## config.mk

```make
export PLATFORM = sky130hd
export DESIGN_NAME = tmrpwm_top
export DESIGN_NICKNAME = d
export VERILOG_FILES = /design/src/include/tmrpwm_pkg.sv /design/src/hw/tmrpwm_outdrv.sv /design/src/hw/tmrpwm_sync.sv /design/src/hw/tmrpwm_top.sv
export SDC_FILE = /design/constraint.sdc
export NUM_CORES = 1
export LEC_CHECK = 0
export ABC_AREA = 1
export BUFFER_PORTS_ARGS = -buffer_cell sky130_fd_sc_hd__buf_2
export CORE_MARGIN = 2
export CORE_UTILIZATION = 42
export CTS_CLUSTER_DIAMETER = 200
export CTS_CLUSTER_SIZE = 12
export DETAILED_ROUTE_END_ITERATION = 10
export PLACE_DENSITY = 0.69
export SKIP_LAST_GASP = 1
export SYNTH_ARGS = -nofsm -noshare
export SYNTH_HDL_FRONTEND = slang
export SYNTH_SLANG_ARGS = --single-unit
```

## constraint.sdc

```tcl
create_clock -name core_clk_i -period 3 [get_ports core_clk_i]
set_input_delay 0.6 -clock core_clk_i [delete_from_list [all_inputs] [get_ports core_clk_i]]
set_output_delay 0.6 -clock core_clk_i [all_outputs]
set_load 0.01 [all_outputs]
```

## src/include/tmrpwm_pkg.sv

```systemverilog
// Package: register map, field layout, reset values and carrier types of the timer PWM block
package tmrpwm_pkg;

    localparam int unsigned CNT_W = 16;
    localparam logic [15:0] CNT_MAX = 16'hffff;
    localparam logic [15:0] CNT_ZERO = 16'h0000;

    // Register byte offsets
    localparam logic [5:0] OFS_CTL0 = 6'h00;
    localparam logic [5:0] OFS_CTL1 = 6'h04;
    localparam logic [5:0] OFS_OUTCTL = 6'h08;
    localparam logic [5:0] OFS_INEDGE = 6'h0c;
    localparam logic [5:0] OFS_TRGEDGE = 6'h10;
    localparam logic [5:0] OFS_OPT0 = 6'h14;
    localparam logic [5:0] OFS_CNT = 6'h18;
    localparam logic [5:0] OFS_CMP0 = 6'h1c;
    localparam logic [5:0] OFS_CMP1 = 6'h20;
    localparam logic [5:0] OFS_CMP2 = 6'h24;
    localparam logic [5:0] OFS_CMP3 = 6'h28;

    // Field positions
    localparam int unsigned CTL0_RUN_POS = 7;
    localparam int unsigned CTL1_SWTRIG_POS = 6;
    localparam int unsigned TRG_ETS_LSB = 0;

    // Operating mode codes
    localparam logic [2:0] MODE_ONESHOT = 3'h3;
    localparam logic [2:0] MODE_PWM = 3'h4;

    // Trigger edge codes
    localparam logic [1:0] EDGE_NONE = 2'h0;
    localparam logic [1:0] EDGE_RISE = 2'h1;
    localparam logic [1:0] EDGE_FALL = 2'h2;
    localparam logic [1:0] EDGE_BOTH = 2'h3;

    // Reset values
    localparam logic [7:0] RST_CTL0 = 8'h00;
    localparam logic [7:0] RST_CTL1 = 8'h00;
    localparam logic [7:0] RST_OUTCTL = 8'h00;
    localparam logic [7:0] RST_EDGE = 8'h00;
    localparam logic [7:0] RST_OPT0 = 8'h00;
    localparam logic [15:0] RST_CMP = 16'h0000;

    typedef enum logic [1:0] {
        CS_IDLE = 2'b00,
        CS_WAIT = 2'b01,
        CS_RUN = 2'b10
    } tmrpwm_cstate_t;

    // Output control: bit 2k is enable, bit 2k+1 is level
    typedef struct packed {
        logic [3:0] lvl;
        logic [3:0] en;
    } tmrpwm_outcfg_t;

    // Raw waveform before enable and polarity
    typedef struct packed {
        logic [2:0] pwm;
        logic sq;
    } tmrpwm_wave_t;

    typedef struct packed {
        logic wait_r;
        logic [31:0] rdata;
        logic [7:0] ctl0;
        logic [2:0] mode;
        logic [7:0] outctl;
        logic [7:0] inedge;
        logic [7:0] trgedge;
        logic [7:0] opt0;
        logic [3:0][15:0] cmp;
        logic [3:0][15:0] wbuf;
        logic pend;
        logic [15:0] cnt;
        tmrpwm_cstate_t cst;
        tmrpwm_wave_t wave;
        logic irq0;
        logic [2:0] irqk;
    } tmrpwm_state_t;

endpackage

```

## src/hw/tmrpwm_outdrv.sv

```systemverilog
// Output stage: applies enable and level settings and registers the timer pins
module tmrpwm_outdrv
    import tmrpwm_pkg::*;
#(
    parameter int unsigned N_CH = 3
) (
    // Clock and reset
    input wire logic core_clk_i,
    input wire logic rst_n_i,
    // Waveform and settings
    input wire logic sq_nxt_i,
    input wire logic [N_CH-1:0] pwm_nxt_i,
    input wire logic [N_CH:0] en_i,
    input wire logic [N_CH:0] lvl_i,
    // Pins
    output logic square_out_o,
    output logic [N_CH-1:0] pwm_out_k_o
);

    if (N_CH < 1 || N_CH > 3) begin : g_chk
        $error("tmrpwm_outdrv: N_CH must be 1 to 3");
    end

    typedef struct packed {
        logic sq;
        logic [N_CH-1:0] pwm;
    } tmrpwm_pin_t;

    tmrpwm_pin_t s_r;
    tmrpwm_pin_t s_nxt;
    logic [N_CH-1:0] pwm_drv;

    // Disabled channel pins rest low; enabled ones follow the polarity bit
    for (genvar k = 0; k < N_CH; k++) begin : g_ch
        assign pwm_drv[k] = en_i[k+1] ? (pwm_nxt_i[k] ^ lvl_i[k+1]) : 1'b0;
    end

    always_comb begin
        s_nxt = s_r;
        s_nxt.pwm = pwm_drv;
        // Square pin shows the level bit whenever it is disabled
        s_nxt.sq = en_i[0] ? sq_nxt_i : lvl_i[0];
    end

    always_ff @(posedge core_clk_i or negedge rst_n_i) begin
        if (!rst_n_i) begin
            s_r <= '0;
        end else begin
            s_r <= s_nxt;
        end
    end

    assign square_out_o = s_r.sq;
    assign pwm_out_k_o = s_r.pwm;

endmodule

```

## src/hw/tmrpwm_sync.sv

```systemverilog
// Three-stage synchroniser with agreement filter and edge pulses for the trigger pin
module tmrpwm_sync
    import tmrpwm_pkg::*;
(
    // Clock and reset
    input wire logic core_clk_i,
    input wire logic rst_n_i,
    // Pin and result
    input wire logic pin_i,
    output logic level_o,
    output logic rise_o,
    output logic fall_o
);

    typedef struct packed {
        logic ff1;
        logic ff2;
        logic ff3;
        logic lvl;
    } tmrpwm_sync_t;

    tmrpwm_sync_t s_r;
    tmrpwm_sync_t s_nxt;

    always_comb begin
        s_nxt = s_r;
        s_nxt.ff1 = pin_i;
        s_nxt.ff2 = s_r.ff1;
        s_nxt.ff3 = s_r.ff2;
        // A change counts only once two settled stages agree
        if (s_r.ff2 == s_r.ff3) begin
            s_nxt.lvl = s_r.ff3;
        end
    end

    always_ff @(posedge core_clk_i or negedge rst_n_i) begin
        if (!rst_n_i) begin
            s_r <= '0;
        end else begin
            s_r <= s_nxt;
        end
    end

    assign level_o = s_r.lvl;
    assign rise_o = (s_r.ff2 == s_r.ff3) && s_r.ff3 && !s_r.lvl;
    assign fall_o = (s_r.ff2 == s_r.ff3) && !s_r.ff3 && s_r.lvl;

endmodule

```

## src/hw/tmrpwm_top.sv

```systemverilog
// Timer core: one-shot pulse and PWM modes with Avalon-MM register access
//
// Implementation choices: the placing of the registers and register access over Avalon-MM.
module tmrpwm_top
    import tmrpwm_pkg::*;
(
    // Clock and reset
    input wire logic core_clk_i,
    input wire logic rst_n_i,
    // Avalon-MM slave
    input wire logic [5:0] avs_address_i,
    input wire logic avs_read_i,
    input wire logic avs_write_i,
    input wire logic [31:0] avs_writedata_i,
    input wire logic [3:0] avs_byteenable_i,
    output logic [31:0] avs_readdata_o,
    output logic avs_waitrequest_o,
    // External trigger pin
    input wire logic ext_trig_i,
    // Timer pins
    output logic square_out_o,
    output logic [2:0] pwm_out_k_o,
    // Match events
    output logic cycle_match_irq_o,
    output logic [2:0] channel_match_irq_o
);

    tmrpwm_state_t s_r;
    tmrpwm_state_t s_nxt;

    logic trg_rise;
    logic trg_fall;
    logic ext_trig;
    logic bus_req;
    logic wr_acc;
    logic sw_trig;
    logic run;
    logic wr_cmp1;
    logic [5:0] word_addr;
    tmrpwm_outcfg_t outcfg;

    tmrpwm_sync u_sync (
        .core_clk_i(core_clk_i),
        .rst_n_i(rst_n_i),
        .pin_i(ext_trig_i),
        .level_o(),
        .rise_o(trg_rise),
        .fall_o(trg_fall)
    );

    // Byte-lane merge for registers of up to 16 bits
    function automatic logic [15:0] merge16(input logic [15:0] old, input logic [31:0] wd,
                                            input logic [3:0] be);
        logic [15:0] res;
        res = old;
        if (be[0]) begin
            res[7:0] = wd[7:0];
        end
        if (be[1]) begin
            res[15:8] = wd[15:8];
        end
        return res;
    endfunction

    function automatic logic [7:0] merge8(input logic [7:0] old, input logic [31:0] wd,
                                          input logic [3:0] be);
        return be[0] ? wd[7:0] : old;
    endfunction

    // Register read multiplexer; unmapped words read zero
    function automatic logic [31:0] rd_mux(input tmrpwm_state_t st, input logic [5:0] a);
        logic [31:0] d;
        d = 32'h0000_0000;
        case (a)
            OFS_CTL0: d = {24'h00_0000, st.ctl0};
            OFS_CTL1: d = {29'h0000_0000, st.mode};
            OFS_OUTCTL: d = {24'h00_0000, st.outctl};
            OFS_INEDGE: d = {24'h00_0000, st.inedge};
            OFS_TRGEDGE: d = {24'h00_0000, st.trgedge};
            OFS_OPT0: d = {24'h00_0000, st.opt0};
            OFS_CNT: d = {16'h0000, st.cnt};
            OFS_CMP0: d = {16'h0000, st.cmp[0]};
            OFS_CMP1: d = {16'h0000, st.cmp[1]};
            OFS_CMP2: d = {16'h0000, st.cmp[2]};
            OFS_CMP3: d = {16'h0000, st.cmp[3]};
            default: d = 32'h0000_0000;
        endcase
        return d;
    endfunction

    assign word_addr = {avs_address_i[5:2], 2'b00};
    assign bus_req = avs_read_i || avs_write_i;
    assign wr_acc = avs_write_i && !s_r.wait_r;
    assign sw_trig = wr_acc && (word_addr == OFS_CTL1) && avs_byteenable_i[0]
                     && avs_writedata_i[CTL1_SWTRIG_POS];
    assign wr_cmp1 = wr_acc && (word_addr == OFS_CMP1);
    assign run = s_r.ctl0[CTL0_RUN_POS];

    // Edge select only matters for the trigger; the input-edge and option registers
    // are plain storage here and never steer the counter
    always_comb begin
        case (s_r.trgedge[TRG_ETS_LSB +: 2])
            EDGE_RISE: ext_trig = trg_rise;
            EDGE_FALL: ext_trig = trg_fall;
            EDGE_BOTH: ext_trig = trg_rise || trg_fall;
            default: ext_trig = 1'b0;
        endcase
    end

    always_comb begin
        s_nxt = s_r;
        s_nxt.irq0 = 1'b0;
        s_nxt.irqk = 3'h0;

        // Bus: one wait cycle, then a single acknowledge cycle
        s_nxt.wait_r = !(bus_req && s_r.wait_r);
        if (bus_req && s_r.wait_r) begin
            s_nxt.rdata = rd_mux(s_r, word_addr);
        end
        if (wr_acc) begin
            case (word_addr)
                OFS_CTL0: s_nxt.ctl0 = merge8(s_r.ctl0, avs_writedata_i, avs_byteenable_i);
                OFS_CTL1: begin
                    if (avs_byteenable_i[0]) begin
                        s_nxt.mode = avs_writedata_i[2:0];
                    end
                end
                OFS_OUTCTL: begin
                    s_nxt.outctl = merge8(s_r.outctl, avs_writedata_i, avs_byteenable_i);
                end
                OFS_INEDGE: s_nxt.inedge = merge8(s_r.inedge, avs_writedata_i, avs_byteenable_i);
                OFS_TRGEDGE: begin
                    s_nxt.trgedge = merge8(s_r.trgedge, avs_writedata_i, avs_byteenable_i);
                end
                OFS_OPT0: s_nxt.opt0 = merge8(s_r.opt0, avs_writedata_i, avs_byteenable_i);
                OFS_CMP0: s_nxt.cmp[0] = merge16(s_r.cmp[0], avs_writedata_i, avs_byteenable_i);
                OFS_CMP1: s_nxt.cmp[1] = merge16(s_r.cmp[1], avs_writedata_i, avs_byteenable_i);
                OFS_CMP2: s_nxt.cmp[2] = merge16(s_r.cmp[2], avs_writedata_i, avs_byteenable_i);
                OFS_CMP3: s_nxt.cmp[3] = merge16(s_r.cmp[3], avs_writedata_i, avs_byteenable_i);
                default: s_nxt.cmp = s_r.cmp;
            endcase
        end

        // Counter sequencing
        case (s_r.cst)
            CS_IDLE: begin
                s_nxt.cnt = CNT_MAX;
                if (run && s_r.mode == MODE_PWM) begin
                    s_nxt.cst = CS_RUN;
                    s_nxt.cnt = CNT_ZERO;
                    s_nxt.wbuf = s_r.cmp;
                    s_nxt.pend = 1'b0;
                end else if (run && s_r.mode == MODE_ONESHOT) begin
                    s_nxt.cst = CS_WAIT;
                end
            end
            CS_WAIT: begin
                s_nxt.cnt = CNT_MAX;
                if (!run || s_r.mode != MODE_ONESHOT) begin
                    s_nxt.cst = CS_IDLE;
                end else if (sw_trig || ext_trig) begin
                    s_nxt.cst = CS_RUN;
                    s_nxt.cnt = CNT_ZERO;
                end
            end
            CS_RUN: begin
                if (!run || (s_r.mode != MODE_ONESHOT && s_r.mode != MODE_PWM)) begin
                    s_nxt.cst = CS_IDLE;
                    s_nxt.cnt = CNT_MAX;
                end else if (s_r.mode == MODE_ONESHOT) begin
                    // Compare values apply directly; a lowered one lets the count
                    // run through FFFF and wrap to zero before matching
                    if (s_r.cnt == s_r.cmp[0]) begin
                        s_nxt.cnt = CNT_MAX;
                        s_nxt.cst = CS_WAIT;
                        s_nxt.irq0 = 1'b1;
                    end else begin
                        s_nxt.cnt = s_r.cnt + 16'h0001;
                    end
                end else begin
                    // Cycle end: clear, raise the cycle event, flip the square wave
                    if (s_r.cnt == s_r.wbuf[0]) begin
                        s_nxt.cnt = CNT_ZERO;
                        s_nxt.irq0 = 1'b1;
                        s_nxt.wave.sq = !s_r.wave.sq;
                        if (s_r.pend) begin
                            s_nxt.wbuf = s_r.cmp;
                            s_nxt.pend = 1'b0;
                        end
                    end else begin
                        s_nxt.cnt = s_r.cnt + 16'h0001;
                    end
                end
            end
            default: begin
                s_nxt.cst = CS_IDLE;
                s_nxt.cnt = CNT_MAX;
            end
        endcase

        // Arming by a channel 1 write; a write in the transfer cycle is not lost
        if (wr_cmp1 && s_r.mode == MODE_PWM) begin
            s_nxt.pend = 1'b1;
        end

        // Waveforms, aligned with the count they belong to
        if (s_nxt.cst != CS_RUN) begin
            s_nxt.wave = '0;
        end else if (s_r.mode == MODE_ONESHOT) begin
            s_nxt.wave.sq = 1'b1;
            for (int k = 1; k < 4; k++) begin
                if (s_nxt.cnt == s_nxt.cmp[k]) begin
                    s_nxt.wave.pwm[k-1] = 1'b1;
                    s_nxt.irqk[k-1] = 1'b1;
                end
            end
        end else begin
            for (int k = 1; k < 4; k++) begin
                s_nxt.wave.pwm[k-1] = s_nxt.cnt < s_nxt.wbuf[k];
                s_nxt.irqk[k-1] = s_nxt.cnt == s_nxt.wbuf[k];
            end
        end
    end

    always_ff @(posedge core_clk_i or negedge rst_n_i) begin
        if (!rst_n_i) begin
            s_r.wait_r <= 1'b1;
            s_r.rdata <= 32'h0000_0000;
            s_r.ctl0 <= RST_CTL0;
            s_r.mode <= RST_CTL1[2:0];
            s_r.outctl <= RST_OUTCTL;
            s_r.inedge <= RST_EDGE;
            s_r.trgedge <= RST_EDGE;
            s_r.opt0 <= RST_OPT0;
            s_r.cmp <= {4{RST_CMP}};
            s_r.wbuf <= {4{RST_CMP}};
            s_r.pend <= 1'b0;
            s_r.cnt <= CNT_MAX;
            s_r.cst <= CS_IDLE;
            s_r.wave <= '0;
            s_r.irq0 <= 1'b0;
            s_r.irqk <= 3'h0;
        end else begin
            s_r <= s_nxt;
        end
    end

    // Field split: even bits enable, odd bits level
    for (genvar k = 0; k < 4; k++) begin : g_cfg
        assign outcfg.en[k] = s_r.outctl[2*k];
        assign outcfg.lvl[k] = s_r.outctl[2*k+1];
    end

    // Pins are registered alongside the count, so they share its edge
    tmrpwm_outdrv #(
        .N_CH(3)
    ) u_outdrv (
        .core_clk_i(core_clk_i),
        .rst_n_i(rst_n_i),
        .sq_nxt_i(s_nxt.wave.sq),
        .pwm_nxt_i(s_nxt.wave.pwm),
        .en_i(outcfg.en),
        .lvl_i(outcfg.lvl),
        .square_out_o(square_out_o),
        .pwm_out_k_o(pwm_out_k_o)
    );

    assign avs_readdata_o = s_r.rdata;
    assign avs_waitrequest_o = s_r.wait_r;
    assign cycle_match_irq_o = s_r.irq0;
    assign channel_match_irq_o = s_r.irqk;

endmodule

```

==> results of run 1 <==
[power breakdown]
part	switching, uW	total, uW	leakage (uW)	internal [uW]
clock network	1210	2630	0.000301	1420
registers	481	4280	0.00282	3800
logic	3760	7110	0.00570	3360
[area by class of cell]
class / instances / area (sq um)
clock buffer: 38 / 632
clock inverter: 1 / 7.51
fill: 2491 / 12200
inverter: 237 / 895
multi-input combinational: 1079 / 6590
sequential: 223 / 5600
tap: 390 / 488
timing repair buffer: 379 / 3150
[final timing paths]
kind	to	slack (ns)	cells past startpoint
worst min register to register	u_sync.s_nxt[1]	0.35	0
worst min-delay path	s_r[62]	0.04	1
max in group asynchronous	s_r[11]	2.12	2
worst max register to register	u_outdrv.pwm_out_k_o[2]	-0.44	25
worst max-delay path	u_outdrv.pwm_out_k_o[2]	-0.44	25
min in group core_clk_i	u_sync.s_nxt[2]	0.19	1
[registers in the layout, summed over array words and instances, names as in the netlist]
| register | count |
|---|---|
| channel_match_irq_o | 3 |
| s_r | 185 |
| u_sync.s_r | 1 |
| cycle_match_irq_o | 1 |
| outcfg | 8 |
| u_sync.s_nxt | 2 |
| u_outdrv.square_out_o | 1 |
| u_outdrv.pwm_out_k_o | 3 |
| u_sync.level_o | 1 |
| run | 1 |
| avs_waitrequest_o | 1 |
| avs_readdata_o | 16 |
[routing by layer]
| layer | part of all wire [%] | up-vias | global-route usage, % |
|---|---|---|---|
| li1 | - | 5793 | - |
| met1 | 40 | 6079 | 37.9 |
| met2 | 46 | 712 | 44.6 |
| met3 | 9.0 | 176 | 4.57 |
| met4 | 4.8 | 2 | 10.4 |
| met5 | 0.029 | - | 0 |
[cells in the mapped netlist (6+ instances only)]
cell type  instances  area (sq um)
a21oi_1           37           185
a221oi_1          18           158
buf_1              7          26.3
buf_2              6          30.0
buf_4             38           285
clkbuf_1          25          93.8
dfrtp_1          206          5150
dfstp_2           17           447
ha_1              51           638
inv_1            227           852
mux2_2            14           158
nand2_1          458          1720
nand2_2           26           163
nand3_1           70           350
nand4_1            7          43.8
nor2_1            95           357
nor2_2            10          62.6
nor3_1             9          45.0
o21ai_0          123           616
o22ai_1           72           450
o31ai_1            7          52.6
xnor2_1           10          87.6
xor2_1            18           158
[worst max-delay path, cell delays in order (launching register included)]
cell and delay, ns:
dfstp_2 0.57, inv_2 0.04, nand2_1 0.05, nand2_1 0.06
a21oi_2 0.15, nand2_2 0.08, nor2_4 0.10, nand2_2 0.07
nor2_4 0.13, nand2_4 0.07, nand2_8 0.13, buf_12 0.13
buf_12 0.12, buf_12 0.10, nand2_4 0.05, o21ai_4 0.08
ha_4 0.23, a21oi_2 0.13, o21ai_1 0.09, a21oi_1 0.18
o21ai_1 0.15, a221oi_2 0.28, nand2_1 0.15, nand2_1 0.08
nand2_1 0.05, nor2_1 0.09
[timing repair]
item | in CTS | in global routing
gates resized for setup | 130 | 129
setup buffers | 34 | 30
pin swaps | 62 | 95
endpoints found under the setup margin | 9 | 9
cloned | 8 | 2
[per-stage QoR]
step                      hold WS [ns]  cells  TNS [ns]
after detailed placement         0.337   2241     -4.16
after global placement           0.340   2241     -3.53
after floorplan                  0.304   1618    -0.154
final                           0.0382   2347     -2.86
after global routing            0.0830   2347     -4.02
after CTS                       0.0639   2322     -2.39
[kinds of logic (layout without fill, tap and decap cells)]
kind of cell,count (synthesis),count (layout)
AO/OA/AOI/OAI,275,275
XOR/XNOR,28,28
adder cells (fa/ha/maj),51,51
buffers and inverters,317,655
flip-flops,223,223
multiplexers,16,16
other,1,16
AND/OR/NAND/NOR,692,693
==> run_results.csv, run 1 <==
group,metric,value,unit
timing,drv_slew,0,
global_route,grt_max_degree,71,
clocking,cts-root-buf,"clkbuf_16",
cells_and_area,final_util,58.8,%
clocking,cts_sinks,223,
drt,route.vias.total,12762,
critical_path,reg2reg_from,"s_r[14]",
synth,synth_edf_count,0,
clocking,worstSkewPairLatency,0.53,ns
timing,setup_viol,9,
drt,vias_per_cell,5.44,
flow_run,cap_violations,0,
status,failed_checks,"negative setup slack",
synth,ys.flop_type,"dfrtp_1",
cells_and_area,areaGrowthSynthToFinish,38.1,%
synth,synth_xor_area_share,1.95,%
global_route,antenna_found_initial,1,
die,ios,88,
power_and_ir_drop,p_total,14000,uW
cells_and_area,final_cell_mix,"411 x nand2_1, 283 x buf_4, 221 x inv_1, 206 x dfrtp_1, 83 x o21ai_0",
cells_and_area,design_area,17400,sq um
synth,seq_area_frac_synth,44.5,%
timing,final.setup.worst_slack,-0.444,ns
clocking,tritoncts,"done",
cells_and_area,drive_gt1_share,32.8,%
power_and_ir_drop,power.density,808,nW/um^2
clocking,h-tree-depth,1,
power_and_ir_drop,leakage,0.00882,uW
timing,slew_headroom,57.9,%
placed_design,placed_cell_area,15100,sq um
clocking,clk_pin_slew,0.07,ns
critical_path,crit_required,3.45,ns
synth,yosys.area_share.simple,23.3,%
drt,drc,0,
clocking,cts_buffers,22,
synth,synthArstFlopShare,100,%
clocking,cts_hold_buf,0,
power_and_ir_drop,vdd_drop_max,434,uV
worst_hold_path,hp-class,"primary input to asynchronous set/reset pin",
die,die_w,177,um
synth,synth_area,12600,sq um
cells_and_area,insertedDiodeCount,0,
die,coreArea,29600,sq um
drt,routedWlPerCell,19.3,um
clocking,clock_path_buffers,3,
global_route,grt_pass1_wl,67300,um
drt,drtAntennaViolNets,0,
global_route,grt_pass1_vias,12316,
timing,rsz0062_at_grt,"yes",
synth,synth_area_per_cell,7.85,sq um
die,rows,63,
timing,fin_crit,3.44,ns
timing,fmax,290,MHz
synth,synth_top_family_by_area,"simple AND/OR/NAND/NOR gates",
timing,tightestPinTransition,0.632,ns
critical_path,endpoint_kind,"flop",
die,die-area,31400,sq um
global_route,grt-ovfl-total,0,
placed_design,post-place-ws,-0.696,ns
critical_path,cp-startpoint,"s_r[14]",
drt,first_pass_iters,8,
synth,yosysUniqueCellTypes,52,
cells_and_area,layout.nets,2040,
status,status,"finished with violations",
die,initial_core_util,42.6,%
timing,fin_skew,0.0201,ns
placed_design,place_congestion,1.01,
synth,synth_compound_area_share,12.9,%
placed_design,dp_hpwl,31000,um
critical_path,crit_type,"flop to flop",
cells_and_area,final_common_cell,"nand2_1",
critical_path,cp.arrival,3.90,ns
timing,hold_violations,0,
synth,yosysWarnings,0,
critical_path,worstPathMaxFanout,6,
synth,muxShareOfSynthArea,1.41,%
placed_design,io_buffers,51,
critical_path,startpoint_type,"flop",
global_route,grt_use_total,27.9,%
synth,synthCells,1603,
synth,synthAdderAreaFrac,5.07,%
drt,totalWireLength,45200,um
timing,final.period_utilization,115,%
synth,synth-seq-cells,223,
die,die_y,177,um
drt,first_iter_violations,1453,
Power figures use the tool's default switching activity.
==> run 2, diff against run 1 <==
PLACE_DENSITY = 0.67   (was 0.69)
clock period = 4.5 ns   (was 3 ns; I/O delays follow)
==> run 2 against run 1 <==
Effect of this change: first-iteration DRC count down 25%; highest routed layer is now met4; critical endpoint unchanged; the flow now finishes without violations; design area fell by 20%; via count fell by 15%; global-route usage fell by 3.9 points; largest cell class unchanged; sequential share of layout area increased by 8.2 points.
==> run_results.csv, run 2 (synthesis gave the netlist of run 1 again) <==
group,metric,value,unit
cells_and_area,final_common_cell,"nand2_1",
cells_and_area,insertedDiodeCount,0,
clocking,cts-root-buf,"clkbuf_16",
clocking,post_cts_buffers,0,
drt,first_iter_violations,1095,
die,die_w,177,um
drt,drc,0,
global_route,grt_pass1_vias,10425,
critical_path,startpoint_type,"flop",
critical_path,worstSetupEndpoint,"u_outdrv.pwm_out_k_o[2]",
flow_run,cap_violations,0,
timing,slew_headroom,34.7,%
clocking,cts_hold_buf,0,
placed_design,placed_cell_area,13200,sq um
die,coreArea,29600,sq um
die,ios,88,
cells_and_area,final_cell_mix,"457 x nand2_1, 227 x inv_1, 206 x dfrtp_1, 123 x o21ai_0, 95 x nor2_1",
power_and_ir_drop,vdd_drop_max,281,uV
global_route,grt_max_degree,118,
critical_path,crit_required,4.94,ns
drt,routedWlPerCell,17.9,um
clocking,clk_pin_slew,0.07,ns
die,rows,63,
critical_path,worstPathMaxFanout,55,
placed_design,dp_hpwl,27500,um
cells_and_area,drive_gt1_share,12.2,%
timing,hold_ws,0.355,ns
critical_path,endpoint_kind,"flop",
clocking,cts_buffers,22,
timing,fin_crit,3.95,ns
critical_path,reg2reg_from,"s_r[25]",
clocking,worstSkewPairLatency,0.52,ns
timing,tightestPinTransition,0.975,ns
critical_path,cp-startpoint,"s_r[25]",
timing,final.period_utilization,87.7,%
clocking,cts_resized,0,
worst_hold_path,hp-class,"flop to flop",
die,die-area,31400,sq um
die,die_y,177,um
drt,route.vias.total,10877,
power_and_ir_drop,leakage,0.00711,uW
timing,fmax,253,MHz
critical_path,cp.arrival,4.39,ns
cells_and_area,top_register,"s_r",
clocking,cts_sinks,223,
drt,first_pass_iters,6,
timing,drv_slew,0,
timing,final.setup.worst_slack,0.551,ns
placed_design,post-place-ws,0.289,ns
global_route,grt-ovfl-total,0,
timing,rsz0062_at_grt,"no",
power_and_ir_drop,power.density,523,nW/um^2
cells_and_area,design_area,13800,sq um
drt,drtAntennaViolNets,0,
drt,vias_per_cell,5.30,
critical_path,r2r-end,"u_outdrv.pwm_out_k_o[2]",
timing,finalSetupTns,0,ns
global_route,antenna_found_initial,0,
cells_and_area,largest_reg_flops,185,
cells_and_area,layout.nets,1748,
critical_path,r2r_slack,0.55,ns
cells_and_area,final_util,46.8,%
timing,fin_skew,0.0162,ns
timing,hold_violations,0,
placed_design,io_buffers,51,
cells_and_area,areaGrowthSynthToFinish,9.98,%
critical_path,crit_type,"flop to flop",
global_route,grt_pass1_wl,58100,um
clocking,clock_path_buffers,3,
clocking,tritoncts,"done",
placed_design,place_congestion,0.911,
status,status,"completed",
timing,setup_viol,0,
die,initial_core_util,42.6,%
critical_path,reg2reg_depth,22,
clocking,h-tree-depth,1,
global_route,grt_use_total,24.0,%
drt,totalWireLength,36900,um
run 2: cell types whose count changed in the layout (fill, tap and decap cells not counted), sizes merged:
cell	before	now
nand3	75	74
clkbuf	40	37
buf	377	88
run 2: critical path, stage by stage (launching register included):
cell	delay, ns
dfstp_2	0.57
xnor2_1	0.16
nand4_1	0.17
nor2_2	0.22
nand2_1	0.10
nor2_1	0.13
nand2_1	0.10
nand2_4	0.44
buf_4	0.26
nand2_1	0.05
o21ai_0	0.12
ha_1	0.30
inv_1	0.06
nor2_1	0.03
nor2_1	0.09
o21a_1	0.12
o21a_1	0.12
o21ai_0	0.09
a221oi_1	0.27
nand2_1	0.18
nand2_1	0.09
nand2_1	0.04
nor2_1	0.09
run 2: how the worst min path moves through the flow:
stage	start	to	slack [ns]	cells past startpoint
floorplan	u_sync.s_nxt[2]	u_sync.s_nxt[1]	0.33	0
global route	u_sync.s_nxt[2]	u_sync.s_nxt[1]	0.37	0
finish	u_sync.s_nxt[2]	u_sync.s_nxt[1]	0.35	0
CTS	u_sync.s_nxt[2]	u_sync.s_nxt[1]	0.35	0
detailed placement	u_sync.s_nxt[2]	u_sync.s_nxt[1]	0.34	0
global placement	u_sync.s_nxt[2]	u_sync.s_nxt[1]	0.34	0
run 2: stage by stage:
step,std cells,power (uW)
after floorplan,1618,4730
after global placement,2016,5410
after detailed placement,2016,5490
after CTS,2054,7250
after global routing,2054,7790
final,2054,7230
run 2: area by class of cell:
cell class	count	area (sq um)
Fill cell	2941	15700
Multi-Input combinational cell	1078	5680
Sequential cell	223	5600
Inverter	237	892
Clock buffer	37	628
Timing Repair Buffer	88	543
Tap cell	390	488
Clock inverter	1	7.51
run 2: power breakdown:
group          switching, uW  internal, uW
Sequential               288          2530
Combinational           1710           974
Clock                    786           946
run 2: metal layers:
layer	wire, um	up-vias	track usage (%)
met1	16100	5125	34.2
met5	0	-	0
li1	-	5206	-
met3	3160	67	4.04
met4	1180	0	8.06
met2	16400	479	36.9
